`config.mk`:
```
export PLATFORM = sky130hd
export DESIGN_NAME = jcu_top
export DESIGN_NICKNAME = d
export VERILOG_FILES = /design/src/hw/jcu_pkg.sv /design/src/hw/jcu_fifo.sv /design/src/hw/jcu_top.sv
export VERILOG_INCLUDE_DIRS = /design/src /design/src/hw
export SDC_FILE = /design/constraint.sdc
export NUM_CORES = 1
export LEC_CHECK = 0
export BUFFER_PORTS_ARGS = -buffer_cell sky130_fd_sc_hd__buf_2
export CAP_MARGIN = 20
export CORE_ASPECT_RATIO = 0.5
export CORE_MARGIN = 2
export CORE_UTILIZATION = 40
export DETAILED_ROUTE_END_ITERATION = 16
export GPL_ROUTABILITY_DRIVEN = 1
export PLACE_DENSITY = 0.54
export SLEW_MARGIN = 0
export SYNTH_ARGS = -nofsm -noshare
export SYNTH_HDL_FRONTEND = slang
export SYNTH_SLANG_ARGS = --single-unit
```
`constraint.sdc`:
```
create_clock -name core_clk -period 7.09 [get_ports core_clk]
set_clock_uncertainty 0.1 [all_clocks]
set_input_delay 0.709 -clock core_clk [delete_from_list [all_inputs] [get_ports core_clk]]
set_output_delay 0.709 -clock core_clk [all_outputs]
set_load 0.01 [all_outputs]
```
`src/hw/jcu_params.svh`:
```
// constants for the debug-link character uart: offsets, fields, sizes
`ifndef JCU_PARAMS_SVH
`define JCU_PARAMS_SVH

// ****************************************************************
// register byte addresses
// ****************************************************************
`define JCU_ADDR_DATA 32'hff201000
`define JCU_ADDR_CTRL 32'hff201004

// ****************************************************************
// data register fields
// ****************************************************************
`define JCU_DATA_CHAR_LSB 0
`define JCU_DATA_CHAR_MSB 7
`define JCU_DATA_VALID_BIT 15
`define JCU_DATA_COUNT_LSB 16
`define JCU_DATA_COUNT_MSB 31

// ****************************************************************
// control register fields
// ****************************************************************
`define JCU_CTRL_RX_EN_BIT 0
`define JCU_CTRL_TX_EN_BIT 1
`define JCU_CTRL_RX_PEND_BIT 8
`define JCU_CTRL_TX_PEND_BIT 9
`define JCU_CTRL_SEEN_BIT 10
`define JCU_CTRL_SPACE_LSB 16
`define JCU_CTRL_SPACE_MSB 31

// ****************************************************************
// queue sizes, thresholds, reset values
// ****************************************************************
`define JCU_DEPTH 7'h40
`define JCU_PTR_W 6
`define JCU_CNT_W 7
`define JCU_CHAR_W 8
`define JCU_IRQ_LEVEL 7'h07
`define JCU_RST_ENABLE 1'b0
`define JCU_RST_SEEN 1'b0

// ****************************************************************
// link frame layout: bit0 host sends, bit1 host fetches, bits 9:2 char
// ****************************************************************
`define JCU_FRAME_BITS 4'ha
`define JCU_FRAME_SEND_BIT 0
`define JCU_FRAME_FETCH_BIT 1
`define JCU_FRAME_CHAR_LSB 2
`define JCU_FRAME_CHAR_MSB 9

`endif

```
`src/hw/jcu_pkg.sv`:
```
// types shared by the debug-link character uart
package jcu_pkg;

    typedef enum logic [1:0] {
        JCU_LINK_IDLE = 2'b00,
        JCU_LINK_SHIFT = 2'b01
    } jcu_link_state_t;

    typedef logic [7:0] jcu_char_t;

endpackage

```
`src/hw/jcu_fifo.sv`:
```
// flip-flop character queue with fill count, drops pushes when full unless a same-cycle pop frees a slot
`timescale 1ns/100ps
`include "jcu_params.svh"

module jcu_fifo
    import jcu_pkg::*;
(
    // clock and reset
    input wire logic core_clk,
    input wire logic srst,
    // fill side
    input wire logic push,
    input wire jcu_char_t push_data,
    // drain side
    input wire logic pop,
    output jcu_char_t head,
    // state
    output logic [`JCU_CNT_W-1:0] count
);

    jcu_char_t mem_reg [0:`JCU_DEPTH-1];
    jcu_char_t mem_next [0:`JCU_DEPTH-1];
    logic [`JCU_PTR_W-1:0] rd_ptr_reg, rd_ptr_next;
    logic [`JCU_PTR_W-1:0] wr_ptr_reg, wr_ptr_next;
    logic [`JCU_CNT_W-1:0] count_reg, count_next;
    logic do_push;
    logic do_pop;

    assign head = mem_reg[rd_ptr_reg];
    assign count = count_reg;

    always_comb begin
        do_pop = pop && (count_reg != '0);
        // full queue keeps its contents; a same-cycle pop frees a slot
        do_push = push && ((count_reg != `JCU_DEPTH) || do_pop);
        mem_next = mem_reg;
        rd_ptr_next = rd_ptr_reg;
        wr_ptr_next = wr_ptr_reg;
        count_next = count_reg;
        if (do_push) begin
            mem_next[wr_ptr_reg] = push_data;
            wr_ptr_next = wr_ptr_reg + 6'h01;
        end
        if (do_pop) begin
            rd_ptr_next = rd_ptr_reg + 6'h01;
        end
        if (do_push && !do_pop) begin
            count_next = count_reg + 7'h01;
        end else if (do_pop && !do_push) begin
            count_next = count_reg - 7'h01;
        end
    end

    always_ff @(posedge core_clk) begin
        if (srst) begin
            rd_ptr_reg <= '0;
            wr_ptr_reg <= '0;
            count_reg <= '0;
        end else begin
            rd_ptr_reg <= rd_ptr_next;
            wr_ptr_reg <= wr_ptr_next;
            count_reg <= count_next;
        end
    end

    // storage needs no reset: the count marks which reads of it are valid
    always_ff @(posedge core_clk) begin
        mem_reg <= mem_next;
    end

endmodule

```
`src/hw/jcu_top.sv`:
```
// debug-link character uart: processor registers, two queues, link shifter
//
// Overview of operation
// - Data register at base, control register four bytes above, both 32 bits.
// - Characters from host wait in a 64-entry receive queue, in order.
// - Data register bits 31:16 give receive queue fill count left after the read.
// - Characters arriving at a full receive queue are dropped, queue unchanged, unless a data read in the same cycle frees a slot.
// - Empty receive queue reads valid bit zero, char field undefined.
// - Characters for the host wait in a separate 64-entry transmit queue.
// - Data write appends bits 7:0 to transmit queue, receive side untouched.
// - Control register bits 31:16 give free transmit slots.
// - Write with transmit queue full is dropped, queue unchanged, unless a link fetch in the same cycle frees a slot.
// - Control bit 10 sets once the host accesses the uart.
// - Writing one to control bit 10 clears the host-seen flag.
// - Enabled interrupt requested when rx count or tx space exceeds seven.
// - Pending flags show in control register, clear as characters move.
// - Enables at control bits 0 and 1, pending at bits 8 and 9.
`timescale 1ns/100ps
`include "jcu_params.svh"

module jcu_top
    import jcu_pkg::*;
(
    // clock and reset
    input wire logic core_clk,
    input wire logic srst,
    // processor register port
    input wire logic [31:0] cpu_addr,
    input wire logic cpu_wr,
    input wire logic cpu_rd,
    input wire logic [31:0] cpu_wdata,
    output logic [31:0] cpu_rdata,
    output logic cpu_rvalid,
    // interrupt request
    output logic irq,
    // debug link pins; inputs from the link's clock domain, link_tdo registered on core_clk
    input wire logic link_tck,
    input wire logic link_sel,
    input wire logic link_tdi,
    output logic link_tdo
);

    // ****************************************************************
    // link pin synchronisers and edge detection
    // ****************************************************************
    logic [2:0] tck_sync_reg, tck_sync_next;
    logic [2:0] sel_sync_reg, sel_sync_next;
    logic [1:0] tdi_sync_reg, tdi_sync_next;
    logic tck_rise;
    logic tck_fall;
    logic sel_rise;
    logic sel_fall;

    always_comb begin
        tck_sync_next = {tck_sync_reg[1:0], link_tck};
        sel_sync_next = {sel_sync_reg[1:0], link_sel};
        tdi_sync_next = {tdi_sync_reg[0], link_tdi};
        // only stages 1 and 2 are read; stage 0 feeds stage 1 alone
        tck_rise = tck_sync_reg[1] && !tck_sync_reg[2];
        tck_fall = !tck_sync_reg[1] && tck_sync_reg[2];
        sel_rise = sel_sync_reg[1] && !sel_sync_reg[2];
        sel_fall = !sel_sync_reg[1] && sel_sync_reg[2];
    end

    always_ff @(posedge core_clk) begin
        if (srst) begin
            tck_sync_reg <= '0;
            sel_sync_reg <= '0;
            tdi_sync_reg <= '0;
        end else begin
            tck_sync_reg <= tck_sync_next;
            sel_sync_reg <= sel_sync_next;
            tdi_sync_reg <= tdi_sync_next;
        end
    end

    // ****************************************************************
    // queues
    // ****************************************************************
    logic rx_push;
    jcu_char_t rx_push_data;
    logic rx_pop;
    jcu_char_t rx_head;
    logic [`JCU_CNT_W-1:0] rx_count;
    logic tx_push;
    logic tx_pop;
    jcu_char_t tx_head;
    logic [`JCU_CNT_W-1:0] tx_count;
    logic [`JCU_CNT_W-1:0] tx_space;

    jcu_fifo u_rx_fifo (
        .core_clk(core_clk),
        .srst(srst),
        .push(rx_push),
        .push_data(rx_push_data),
        .pop(rx_pop),
        .head(rx_head),
        .count(rx_count)
    );

    jcu_fifo u_tx_fifo (
        .core_clk(core_clk),
        .srst(srst),
        .push(tx_push),
        .push_data(cpu_wdata[`JCU_DATA_CHAR_MSB:`JCU_DATA_CHAR_LSB]),
        .pop(tx_pop),
        .head(tx_head),
        .count(tx_count)
    );

    assign tx_space = `JCU_DEPTH - tx_count;

    // ****************************************************************
    // link frame shifter
    // ****************************************************************
    jcu_link_state_t link_state_reg, link_state_next;
    logic [`JCU_FRAME_BITS-1:0] in_shift_reg, in_shift_next;
    logic [3:0] bit_cnt_reg, bit_cnt_next;
    logic [8:0] out_shift_reg, out_shift_next;
    logic tx_offered_reg, tx_offered_next;
    logic link_tdo_reg, link_tdo_next;
    logic frame_done;

    always_comb begin
        link_state_next = link_state_reg;
        in_shift_next = in_shift_reg;
        bit_cnt_next = bit_cnt_reg;
        out_shift_next = out_shift_reg;
        tx_offered_next = tx_offered_reg;
        link_tdo_next = link_tdo_reg;
        frame_done = 1'b0;
        unique case (link_state_reg)
            JCU_LINK_IDLE: begin
                if (sel_rise) begin
                    // first bit out tells the host whether a char is offered
                    tx_offered_next = (tx_count != '0);
                    out_shift_next = {tx_head, 1'b0};
                    link_tdo_next = (tx_count != '0);
                    bit_cnt_next = '0;
                    link_state_next = JCU_LINK_SHIFT;
                end
            end
            JCU_LINK_SHIFT: begin
                if (sel_fall) begin
                    // short frames are ignored whole; long frames keep only their first ten rises
                    frame_done = (bit_cnt_reg == `JCU_FRAME_BITS);
                    link_tdo_next = 1'b0;
                    link_state_next = JCU_LINK_IDLE;
                end else begin
                    if (tck_rise && (bit_cnt_reg != `JCU_FRAME_BITS)) begin
                        in_shift_next = {tdi_sync_reg[1], in_shift_reg[`JCU_FRAME_BITS-1:1]};
                        bit_cnt_next = bit_cnt_reg + 4'h1;
                    end
                    if (tck_fall) begin
                        link_tdo_next = out_shift_reg[1];
                        out_shift_next = {1'b0, out_shift_reg[8:1]};
                    end
                end
            end
            default: begin
                link_state_next = JCU_LINK_IDLE;
            end
        endcase
        rx_push = frame_done && in_shift_reg[`JCU_FRAME_SEND_BIT];
        rx_push_data = in_shift_reg[`JCU_FRAME_CHAR_MSB:`JCU_FRAME_CHAR_LSB];
        tx_pop = frame_done && in_shift_reg[`JCU_FRAME_FETCH_BIT] && tx_offered_reg;
    end

    always_ff @(posedge core_clk) begin
        if (srst) begin
            link_state_reg <= JCU_LINK_IDLE;
            in_shift_reg <= '0;
            bit_cnt_reg <= '0;
            out_shift_reg <= '0;
            tx_offered_reg <= 1'b0;
            link_tdo_reg <= 1'b0;
        end else begin
            link_state_reg <= link_state_next;
            in_shift_reg <= in_shift_next;
            bit_cnt_reg <= bit_cnt_next;
            out_shift_reg <= out_shift_next;
            tx_offered_reg <= tx_offered_next;
            link_tdo_reg <= link_tdo_next;
        end
    end

    assign link_tdo = link_tdo_reg;

    // ****************************************************************
    // processor registers
    // ****************************************************************
    logic rx_en_reg, rx_en_next;
    logic tx_en_reg, tx_en_next;
    logic seen_reg, seen_next;
    logic rx_pend_reg, rx_pend_next;
    logic tx_pend_reg, tx_pend_next;
    logic [31:0] rdata_reg, rdata_next;
    logic rvalid_reg, rvalid_next;
    logic irq_reg, irq_next;
    logic hit_data;
    logic hit_ctrl;
    logic [`JCU_CNT_W-1:0] rx_count_after;

    always_comb begin
        hit_data = (cpu_addr == `JCU_ADDR_DATA);
        hit_ctrl = (cpu_addr == `JCU_ADDR_CTRL);
        rx_pop = cpu_rd && hit_data;
        tx_push = cpu_wr && hit_data;
        rx_count_after = (rx_count != '0) ? (rx_count - 7'h01) : rx_count;
        rx_en_next = rx_en_reg;
        tx_en_next = tx_en_reg;
        // host access wins over a same-cycle software clear
        seen_next = seen_reg;
        if (cpu_wr && hit_ctrl) begin
            rx_en_next = cpu_wdata[`JCU_CTRL_RX_EN_BIT];
            tx_en_next = cpu_wdata[`JCU_CTRL_TX_EN_BIT];
            if (cpu_wdata[`JCU_CTRL_SEEN_BIT]) begin
                seen_next = 1'b0;
            end
        end
        if (frame_done) begin
            seen_next = 1'b1;
        end
        // pending follows the levels, so moving chars clears it
        rx_pend_next = rx_en_next && (rx_count > `JCU_IRQ_LEVEL);
        tx_pend_next = tx_en_next && (tx_space > `JCU_IRQ_LEVEL);
        irq_next = rx_pend_reg || tx_pend_reg;
        rvalid_next = cpu_rd && (hit_data || hit_ctrl);
        rdata_next = '0;
        if (cpu_rd && hit_data) begin
            rdata_next[`JCU_DATA_COUNT_MSB:`JCU_DATA_COUNT_LSB] = {9'h000, rx_count_after};
            rdata_next[`JCU_DATA_VALID_BIT] = (rx_count != '0);
            rdata_next[`JCU_DATA_CHAR_MSB:`JCU_DATA_CHAR_LSB] = rx_head;
        end else if (cpu_rd && hit_ctrl) begin
            rdata_next[`JCU_CTRL_SPACE_MSB:`JCU_CTRL_SPACE_LSB] = {9'h000, tx_space};
            rdata_next[`JCU_CTRL_SEEN_BIT] = seen_reg;
            rdata_next[`JCU_CTRL_TX_PEND_BIT] = tx_pend_reg;
            rdata_next[`JCU_CTRL_RX_PEND_BIT] = rx_pend_reg;
            rdata_next[`JCU_CTRL_TX_EN_BIT] = tx_en_reg;
            rdata_next[`JCU_CTRL_RX_EN_BIT] = rx_en_reg;
        end
    end

    always_ff @(posedge core_clk) begin
        if (srst) begin
            rx_en_reg <= `JCU_RST_ENABLE;
            tx_en_reg <= `JCU_RST_ENABLE;
            seen_reg <= `JCU_RST_SEEN;
            rx_pend_reg <= 1'b0;
            tx_pend_reg <= 1'b0;
            rdata_reg <= '0;
            rvalid_reg <= 1'b0;
            irq_reg <= 1'b0;
        end else begin
            rx_en_reg <= rx_en_next;
            tx_en_reg <= tx_en_next;
            seen_reg <= seen_next;
            rx_pend_reg <= rx_pend_next;
            tx_pend_reg <= tx_pend_next;
            rdata_reg <= rdata_next;
            rvalid_reg <= rvalid_next;
            irq_reg <= irq_next;
        end
    end

    assign cpu_rdata = rdata_reg;
    assign cpu_rvalid = rvalid_reg;
    assign irq = irq_reg;

endmodule

```
==> reports/results.ini, run 1 <==
[sta]
clock.fmax_mhz=255
fin_crit_ns=3.92
fin_tns_setup_ns=0
hold_violations=0
rsz0062_at_grt=no
finalSetupViolations=0
relSlewSlack_pct=32.9
tightest_slew_ns=1.00
fin_hold_ws_ns=0.145
min_period_over_period_pct=55.3
slew_viol_final=0
fin_ws_ns=3.17

[synth]
ys_types=70
synth_top_cell_area_share_pct=69.6
synth-main-ff-cell=edfxtp_1
syn_area_um2=44200
netlist_instances=2366
yosys-top-cells-area=edfxtp_1 70%, mux4_2 12%, dfxtp_1 4.4%
syn_avg_cell_area_um2=18.7
ys_seq_area_share_pct=74.0
synthArstFlopShare_pct=0
synth_edf_count=1024
yosysTopAreaCell=edfxtp_1
synth-seq-cells=1121
yosysWarnings=0

[cts]
cts.sinks=1121
root_buffer=clkbuf_16
postCtsHoldBufs=0
cts_resized=0
clk_pin_slew_ns=0.06
cts_setup_buffers=0
max-clock-path-buffers=3
numCtsBuffers=103
clkLatencyLatePin_ns=0.69
cts_max_level=3
cts_tree=done

[floorplanning]
row_count=86
die_x_um=474
io_pins=106
die_area_um2=113000
core_um2=110000
start_util_pct=40.2
fp.dieH_um=239

[worst_setup_path]
crit_arrival_ns=4.36
cp_slowest_stage_delay_ns=0.48
path_class=in -> reg
cp_num_buf_inv=2
worst-path-max-fanout=8
crit_path_start_kind=input pin
worst_path_max_delay_cell=nor4_4
cp_top_family=compound AO/OA/AOI/OAI gates
path_cells=buf_2 -> or3_4 -> nor4_4 -> o2111ai_1 -> nor2_1 -> ha_1 -> inv_1 -> fa_1 -> a21o_1 -> a21o_1 -> a211o_1 -> o211ai_1 -> xnor2_1 -> nor2_1
critPathCaptureType=flip-flop
required_ns=7.53

[pwr]
power.density_nw_per_um2=255
power_uw=12600
p_leak_uw=0.0150
vdd.ir_drop.worst_uv=198

[cells_and_area]
seq_area_um2=32700
final_cells=4011
layout_commonest_cell=edfxtp_1
layout-drive-gt1-share_pct=20.3
area_delta_synth_final_pct=11.5
nets=2525
layout_common_cells=1024 x edfxtp_1, 235 x mux4_2, 211 x nor2_1, 133 x mux2i_1, 105 x clkbuf_16
multi_input_area_um2=10800
antenna_cells=0
fill_cells=9393

[routing]
avgRoutedWirePerCell_um=24.6
viasPerCell=5.42
ant_nets=0
dr.pass1.iters=5
finalWirelength_mm=98.8
dr_total_vias=21700
drt_iter0_drc=1878
drcViolationCount=0

[global_route]
grt_max_degree=90
grt_pass1_wl_mm=147
grt_pass1_vias=21900
grtUsageTotal_pct=17.6
grt.overflow.total=0
antenna_found_initial=0

[place]
dp.cells=3823
routabilityCongestion=0.796
io_buffers=69
dpl.hpwl_mm=58.5
pre_cts_ws_ns=2.47

[run]
maxCapViolations=0

[hold_path]
hold_path_class=in -> reg

[status]
status=completed

[worst reg2reg max path, stage by stage, from the launching register on]
cell	delay [ns]
dfxtp_1	0.34
inv_1	0.08
ha_1	0.14
and3b_1	0.19
and3_1	0.33
nand2_1	0.13
nor2_2	0.42
nand4b_1	0.76
nor2_1	0.99
[logic make-up (layout without fill, tap and decap cells)]
kind of cell / count (synthesis) / in the layout / share of synthesized area, %
simple gates: 451 / 451 / 4.94
flops: 1121 / 1121 / 74.0
xor+xnor: 36 / 36 / 0.713
mux: 373 / 373 / 15.1
fa+ha+maj: 19 / 19 / 0.555
compound gates: 202 / 202 / 3.09
other cells: 1 / 13 / 0.00848
buf+inv: 163 / 300 / 1.62
[stage by stage]
stage | util, % | cell area [um^2]
after floorplan | - | 44200
after global placement | 42.0 | 46100
after detailed placement | 42.0 | 46100
after CTS | 44.8 | 49300
after global routing | 44.9 | 49300
final | 44.9 | 49300
[layer usage]
layer  GRT usage [%]  part of all wire, %  wire length (um)
met5               0                    0                 0
met2            27.8                   48             47100
met3            3.23                  4.6              4540
met1            25.3                   46             45100
met4            4.19                  2.1              2070
[cell usage after synthesis (6+ instances only)]
library cell and n:
nand3b_1 8, a21o_1 7, nor2b_1 31, o21ai_0 33, xnor2_1 20, nand3_1 47, nor2_1 211, a22oi_1 29
buf_4 14, nand4b_1 6, nor4_1 7, o221ai_1 15, inv_1 11, o22ai_1 15, nand4_1 9, mux2i_1 133
and3_1 6, and2_1 10, nand2b_1 7, nand2_1 52, dfxtp_1 97, mux4_2 235, nor3_1 16, buf_1 19
ha_1 18, nor3b_1 10, a21oi_1 38, clkbuf_1 74, xor2_1 16, or3_1 12, edfxtp_1 1024, a211oi_1 31
buf_2 42
[cell type report]
cell class	count	share of cell area, %
tap	1496	3.80
multi-input combinational	1094	22.0
timing repair buffer	102	1.36
clock buffer	136	5.67
clock inverter	49	0.713
inverter	13	0.0990
sequential	1121	66.4
[power breakdown]
part	switching, uW	internal, uW
sequential	2.77	7150
clock	2400	2910
combinational	74.2	19.6
[path summary, 6_finish.rpt]
check	cells past startpoint	endpoint	startpoint	slack [ns]
max	14	u_tx_fifo.count[6]	cpu_addr[1]	3.17
min reg2reg	1	sel_sync_reg[1]	sel_sync_reg[0]	0.33
min	2	irq	srst	0.15
max reg2reg	8	u_rx_fifo.mem_reg[21]	bit_cnt_reg[0]	3.24
(Power assumes the default switching activity.)
==> run 2, diff against run 1 <==
Settings changed: PLACE_DENSITY 0.54 to 0.56.
Clock period 7.09 ns to 3.27 ns, I/O delays scaled along.
==> run 2 against run 1 <==
  * Die area stayed put
  * Sequential power grew 120%
  * First-iteration DRC count is 6.8% lower
  * Sequential share of layout area is 2.6 points lower
  * Hold slack got worse by 0.065 ns
  * Via count rose by 3.6%
  * Global-route usage increased by 0.40 points
  * Critical path depth up 1
  * Clock-buffer cell count fell by 13
  * Power is 120% higher
  * Cell area rose by 4.1%
  * Cell count grew 5.6%
==> reports/results.ini, run 2 (synthesis results as in run 1) <==
[floorplanning]
start_util_pct=40.2
die_area_um2=113000
fp.dieH_um=239
core_um2=110000
die_x_um=474
io_pins=106
row_count=86

[place]
pre_cts_ws_ns=-0.0818
routabilityCongestion=0.807
io_buffers=69
dp.cells=4037
dpl.hpwl_mm=64.6
placed_area_um2=47800

[global_route]
antenna_found_initial=1
grt_busiest_layer=met2
grt_use_met2_pct=29.4
gr-usage-met1_pct=25.2
grt_pass1_wl_mm=151
grtUsageTotal_pct=18.0
grt_max_degree=65
grt_pass1_vias=23000
grt.overflow.total=0
use_met3_pct=2.58

[pwr]
clock_power_share_pct=43.5
swShare_pct=19.4
power.density_nw_per_um2=542
internal-power_uw=22400
power_frac_comb_pct=0.8
p_sw_uw=5400
power_uw=27800
vdd.ir_drop.worst_uv=411
p_leak_uw=0.0163
pwr-share-seq_pct=55.8

[routing]
ant_nets=0
viasPerCell=5.31
avgRoutedWirePerCell_um=23.8
drt_iter0_drc=1750
drcViolationCount=0
dr.pass1.iters=7
finalWirelength_mm=101
dr_total_vias=22500

[cts]
clkLatencyLatePin_ns=0.69
max-clock-path-buffers=3
root_buffer=clkbuf_16
cts.sinks=1121
clk_pin_slew_ns=0.07
cts_max_level=3
numCtsBuffers=102
cts_tree=done

[hold_path]
hold_depth=1
hold_path_class=in -> reg

[sta]
fin_crit_ns=3.09
min_period_over_period_pct=94.6
tightest_slew_ns=0.980
fin_ws_ns=0.177
relSlewSlack_pct=34.6
slew_viol_final=0
clock.fmax_mhz=323
hold_violations=0
finalSetupViolations=0
rsz0062_at_grt=no

[cells_and_area]
layout_commonest_cell=edfxtp_1
finalInstanceArea_um2=51300
fill_cells=9307
utilization_pct=46.7
layout_common_cells=1024 x edfxtp_1, 236 x buf_4, 235 x mux4_2, 210 x nor2_1, 133 x mux2i_1
final_cells=4235
layout-drive-gt1-share_pct=27.1
antenna_cells=0
nets=2747
area_delta_synth_final_pct=16.1

[worst_setup_path]
worstRegToRegCells=15
required_ns=3.73
crit_path_start_kind=flip-flop
crit_arrival_ns=3.55
worst-path-max-fanout=4
path_class=reg -> reg
critPathCaptureType=flip-flop

[run]
maxCapViolations=0

[status]
status=completed

## run 2: cell count changes in the layout (fill, tap and decap cells not counted), sizes merged
cell	before	now
dlygate4sd3	0	10
inv	16	17
clkinvlp	2	3
bufinv	4	11
clkinv	40	45
buf	101	315
clkbuf	137	123
## run 2: final cells by class
cell class	count	area, um^2	area share [%]
Timing Repair Buffer	325	2430	4.74
Sequential cell	1121	32700	63.8
Clock inverter	63	608	1.19
Tap cell	1496	1870	3.65
Clock buffer	123	2760	5.37
Multi-Input combinational cell	1094	10900	21.2
Inverter	13	51.3	0.100
## run 2: stage by stage
stage / hold WS [ns] / setup TNS [ns]
3_5_place_dp: 0.349 / -0.103
5_1_grt: 0.0713 / 0
6_report: 0.0801 / 0
3_3_place_gp: 0.344 / -0.0438
2_1_floorplan: 0.314 / 0
4_1_cts: 0.0363 / 0
## run 2: layer usage
metal  share of wire, %  up-vias
met1                 45    11800
met3                4.0      150
li1                   -    10100
met2                 49      481
met4                2.3        0
met5                  0        -
## run 2: power by group through the flow
stage                     registers (uW)  logic, uW  clock network, uW
after CTS                          15500        217              12400
final                              15500        215              12100
after global routing               15500        238              12900
after detailed placement           15800        209                  0
after global placement             15800        200                  0
after floorplan                    15800       54.9                  0
## run 2: worst max-delay path, cell delays in order (launching register included)
cell	delay (ns)
dfxtp_1	0.34
inv_1	0.08
ha_1	0.14
and3b_1	0.18
and4_4	0.24
o2111ai_2	0.16
nor2_2	0.20
ha_4	0.19
inv_4	0.05
fa_2	0.36
a21o_1	0.17
a21o_1	0.19
a211o_1	0.26
o211ai_1	0.11
xnor2_1	0.14
nor2_1	0.05
## run 2: final timing paths
path	from	slack [ns]	end
worst max-delay path	bit_cnt_reg[0]	0.18	u_tx_fifo.count[6]
worst min-delay path	cpu_wdata[7]	0.08	u_tx_fifo.mem_reg[247]
worst min register to register	rx_en_reg	0.36	cpu_rdata[0]
worst max register to register	bit_cnt_reg[0]	0.18	u_tx_fifo.count[6]
## run 2: repair_timing
| item | CTS | global route |
|---|---|---|
| hold buffers | 10 | 0 |
| gates resized for setup | 0 | 2 |
| setup buffers | 0 | 1 |
| endpoints found under the setup margin | 0 | 2 |
| endpoints found under the hold margin | 30 | 0 |
==> run 3, diff against run 2 <==
Settings changed: SETUP_SLACK_MARGIN from default to 0.2.
==> run 3 against run 2 <==
  * Register-to-register slack better by 0.03 ns
  * Worst setup slack better by 0.034 ns
  * Hold slack worse by 0.037 ns
  * Core utilization grew 0.29 points
  * First-iteration DRC count is 24% higher
  * Critical path depth is the same
  * Sequential share of layout area decreased by 0.38 points
  * Global-route usage increased by 0.24 points
  * Power is 1.2% higher
  * Die area unchanged
  * Routed wire length grew 1.4%
  * Clock-buffer cell count rose by 24
  * Critical path type unchanged
  * Largest cell class unchanged
==> reports/results.ini, run 3 (synthesis results as in run 1) <==
[sta]
min_period_over_period_pct=93.6
relSlewSlack_pct=29.0
fin_hold_ws_ns=0.0434
fin_tns_setup_ns=0
tightest_slew_ns=1.07
rsz0062_at_grt=yes
clock.fmax_mhz=327
slew_viol_final=0
finalSetupViolations=0
hold_violations=0
fin_crit_ns=3.06

[floorplanning]
fp.dieH_um=239
row_count=86
die_area_um2=113000
core_um2=110000
start_util_pct=40.2
die_x_um=474
io_pins=106

[global_route]
grt.overflow.total=0
grt_max_degree=65
antenna_found_initial=1
grt_pass1_vias=23000
grtUsageTotal_pct=18.2
grt_pass1_wl_mm=152

[cells_and_area]
antenna_cells=0
area_delta_synth_final_pct=16.8
layout-drive-gt1-share_pct=27.6
seq_area_um2=32700
final_cells=4248
nets=2751
multi_input_area_um2=10900
fill_cells=9220
layout_common_cells=1024 x edfxtp_1, 235 x mux4_2, 229 x buf_4, 210 x nor2_1, 133 x mux2i_1
utilization_pct=47.0
layout_commonest_cell=edfxtp_1

[worst_setup_path]
path_cells=inv_2 -> ha_4 -> and3b_1 -> and4_4 -> o2111ai_4 -> nor2_4 -> ha_4 -> inv_4 -> fa_2 -> a21o_1 -> a21o_1 -> a211o_1 -> o211ai_1 -> xnor2_1 -> nor2_1
path_class=reg -> reg
crit_arrival_ns=3.54
crit_path_start_kind=flip-flop
worst_path_max_delay_cell=dfxtp_2
required_ns=3.75
worst-path-max-fanout=4
cp_slowest_stage_delay_ns=0.34
critPathCaptureType=flip-flop

[cts]
cts.sinks=1121
clkLatencyLatePin_ns=0.72
numCtsBuffers=103
max-clock-path-buffers=3
cts_max_level=3
root_buffer=clkbuf_16
cts_tree=done
clk_pin_slew_ns=0.06

[place]
dp.cells=4037
io_buffers=69
dpl.hpwl_mm=64.7
routabilityCongestion=0.840

[routing]
dr.pass1.iters=6
avgRoutedWirePerCell_um=24.1
drcViolationCount=0
dr_total_vias=22600
drt_iter0_drc=2164
finalWirelength_mm=102
viasPerCell=5.33
ant_nets=0

[hold_path]
hold_path_class=in -> reg

[pwr]
vdd.ir_drop.worst_uv=467
power_uw=28200
power.density_nw_per_um2=545
p_leak_uw=0.0164

[run]
maxCapViolations=0

[status]
status=completed

==> run 3: cell types whose count changed in the layout (fill, tap and decap cells not counted), sizes merged <==
cell / previous run / this run
buf: 315 / 317
bufinv: 11 / 10
clkbuf: 123 / 148
clkinv: 45 / 32
==> run 3: layout make-up <==
type | instances | share of cell area, %
multi-input cells | 1094 | 21.1
clock inverters | 49 | 1.10
flip-flops and latches | 1121 | 63.4
repair buffers | 328 | 4.96
inverters | 13 | 0.0994
well taps | 1496 | 3.63
clock buffers | 147 | 5.69
==> run 3: path summary, 6_finish.rpt <==
kind / startpoint / endpoint / slack, ns / depth (start not counted)
min: cpu_wr / rx_en_reg / 0.04 / 4
min reg2reg: sel_sync_reg[0] / sel_sync_reg[1] / 0.35 / 1
max: bit_cnt_reg[0] / u_tx_fifo.count[6] / 0.21 / 15
max reg2reg: bit_cnt_reg[0] / u_tx_fifo.count[6] / 0.21 / 15
==> run 3: critical path: cells and delay by family, from the launching register on <==
family | cells | cell delay [ns]
xor+xnor | 1 | 0.15
simple gates | 4 | 0.66
flops | 1 | 0.34
fa+ha+maj | 3 | 0.63
buf+inv | 2 | 0.13
compound gates | 5 | 0.93
==> run 3: metrics by stage <==
step / setup slack (ns) / instance area, um^2
6_report: 0.210 / 51600
3_3_place_gp: -0.0348 / 47900
5_1_grt: 0.0840 / 51600
4_1_cts: 0.201 / 51500
3_5_place_dp: -0.0792 / 47900
2_1_floorplan: 0.0144 / 44300
==> run 3: where the power goes <==
group	total, uW	switching (uW)	internal (uW)
registers	15500	7.91	15500
logic	221	169	52.1
clock network	12400	5330	7090
total	28200	5510	22600
==> run 3: metal layers <==
layer  GRT usage (%)  share of wire, %  vias to the layer above
met3            2.93               4.8                      147
met4            5.21               2.4                        0
met5               0                 0                        -
li1                -                 -                    10100
met2            29.8                49                      538
met1            25.3                44                    11800
==> run 3: repair_timing <==
item / CTS / global route
buffers inserted: 1 / 2
setup endpoints to repair: 3 / 4
cloned: 0 / 0
hold endpoints to repair: 37 / 0
hold buffers: 10 / 0
pin swaps: 3 / 10
gates resized for setup: 6 / 9
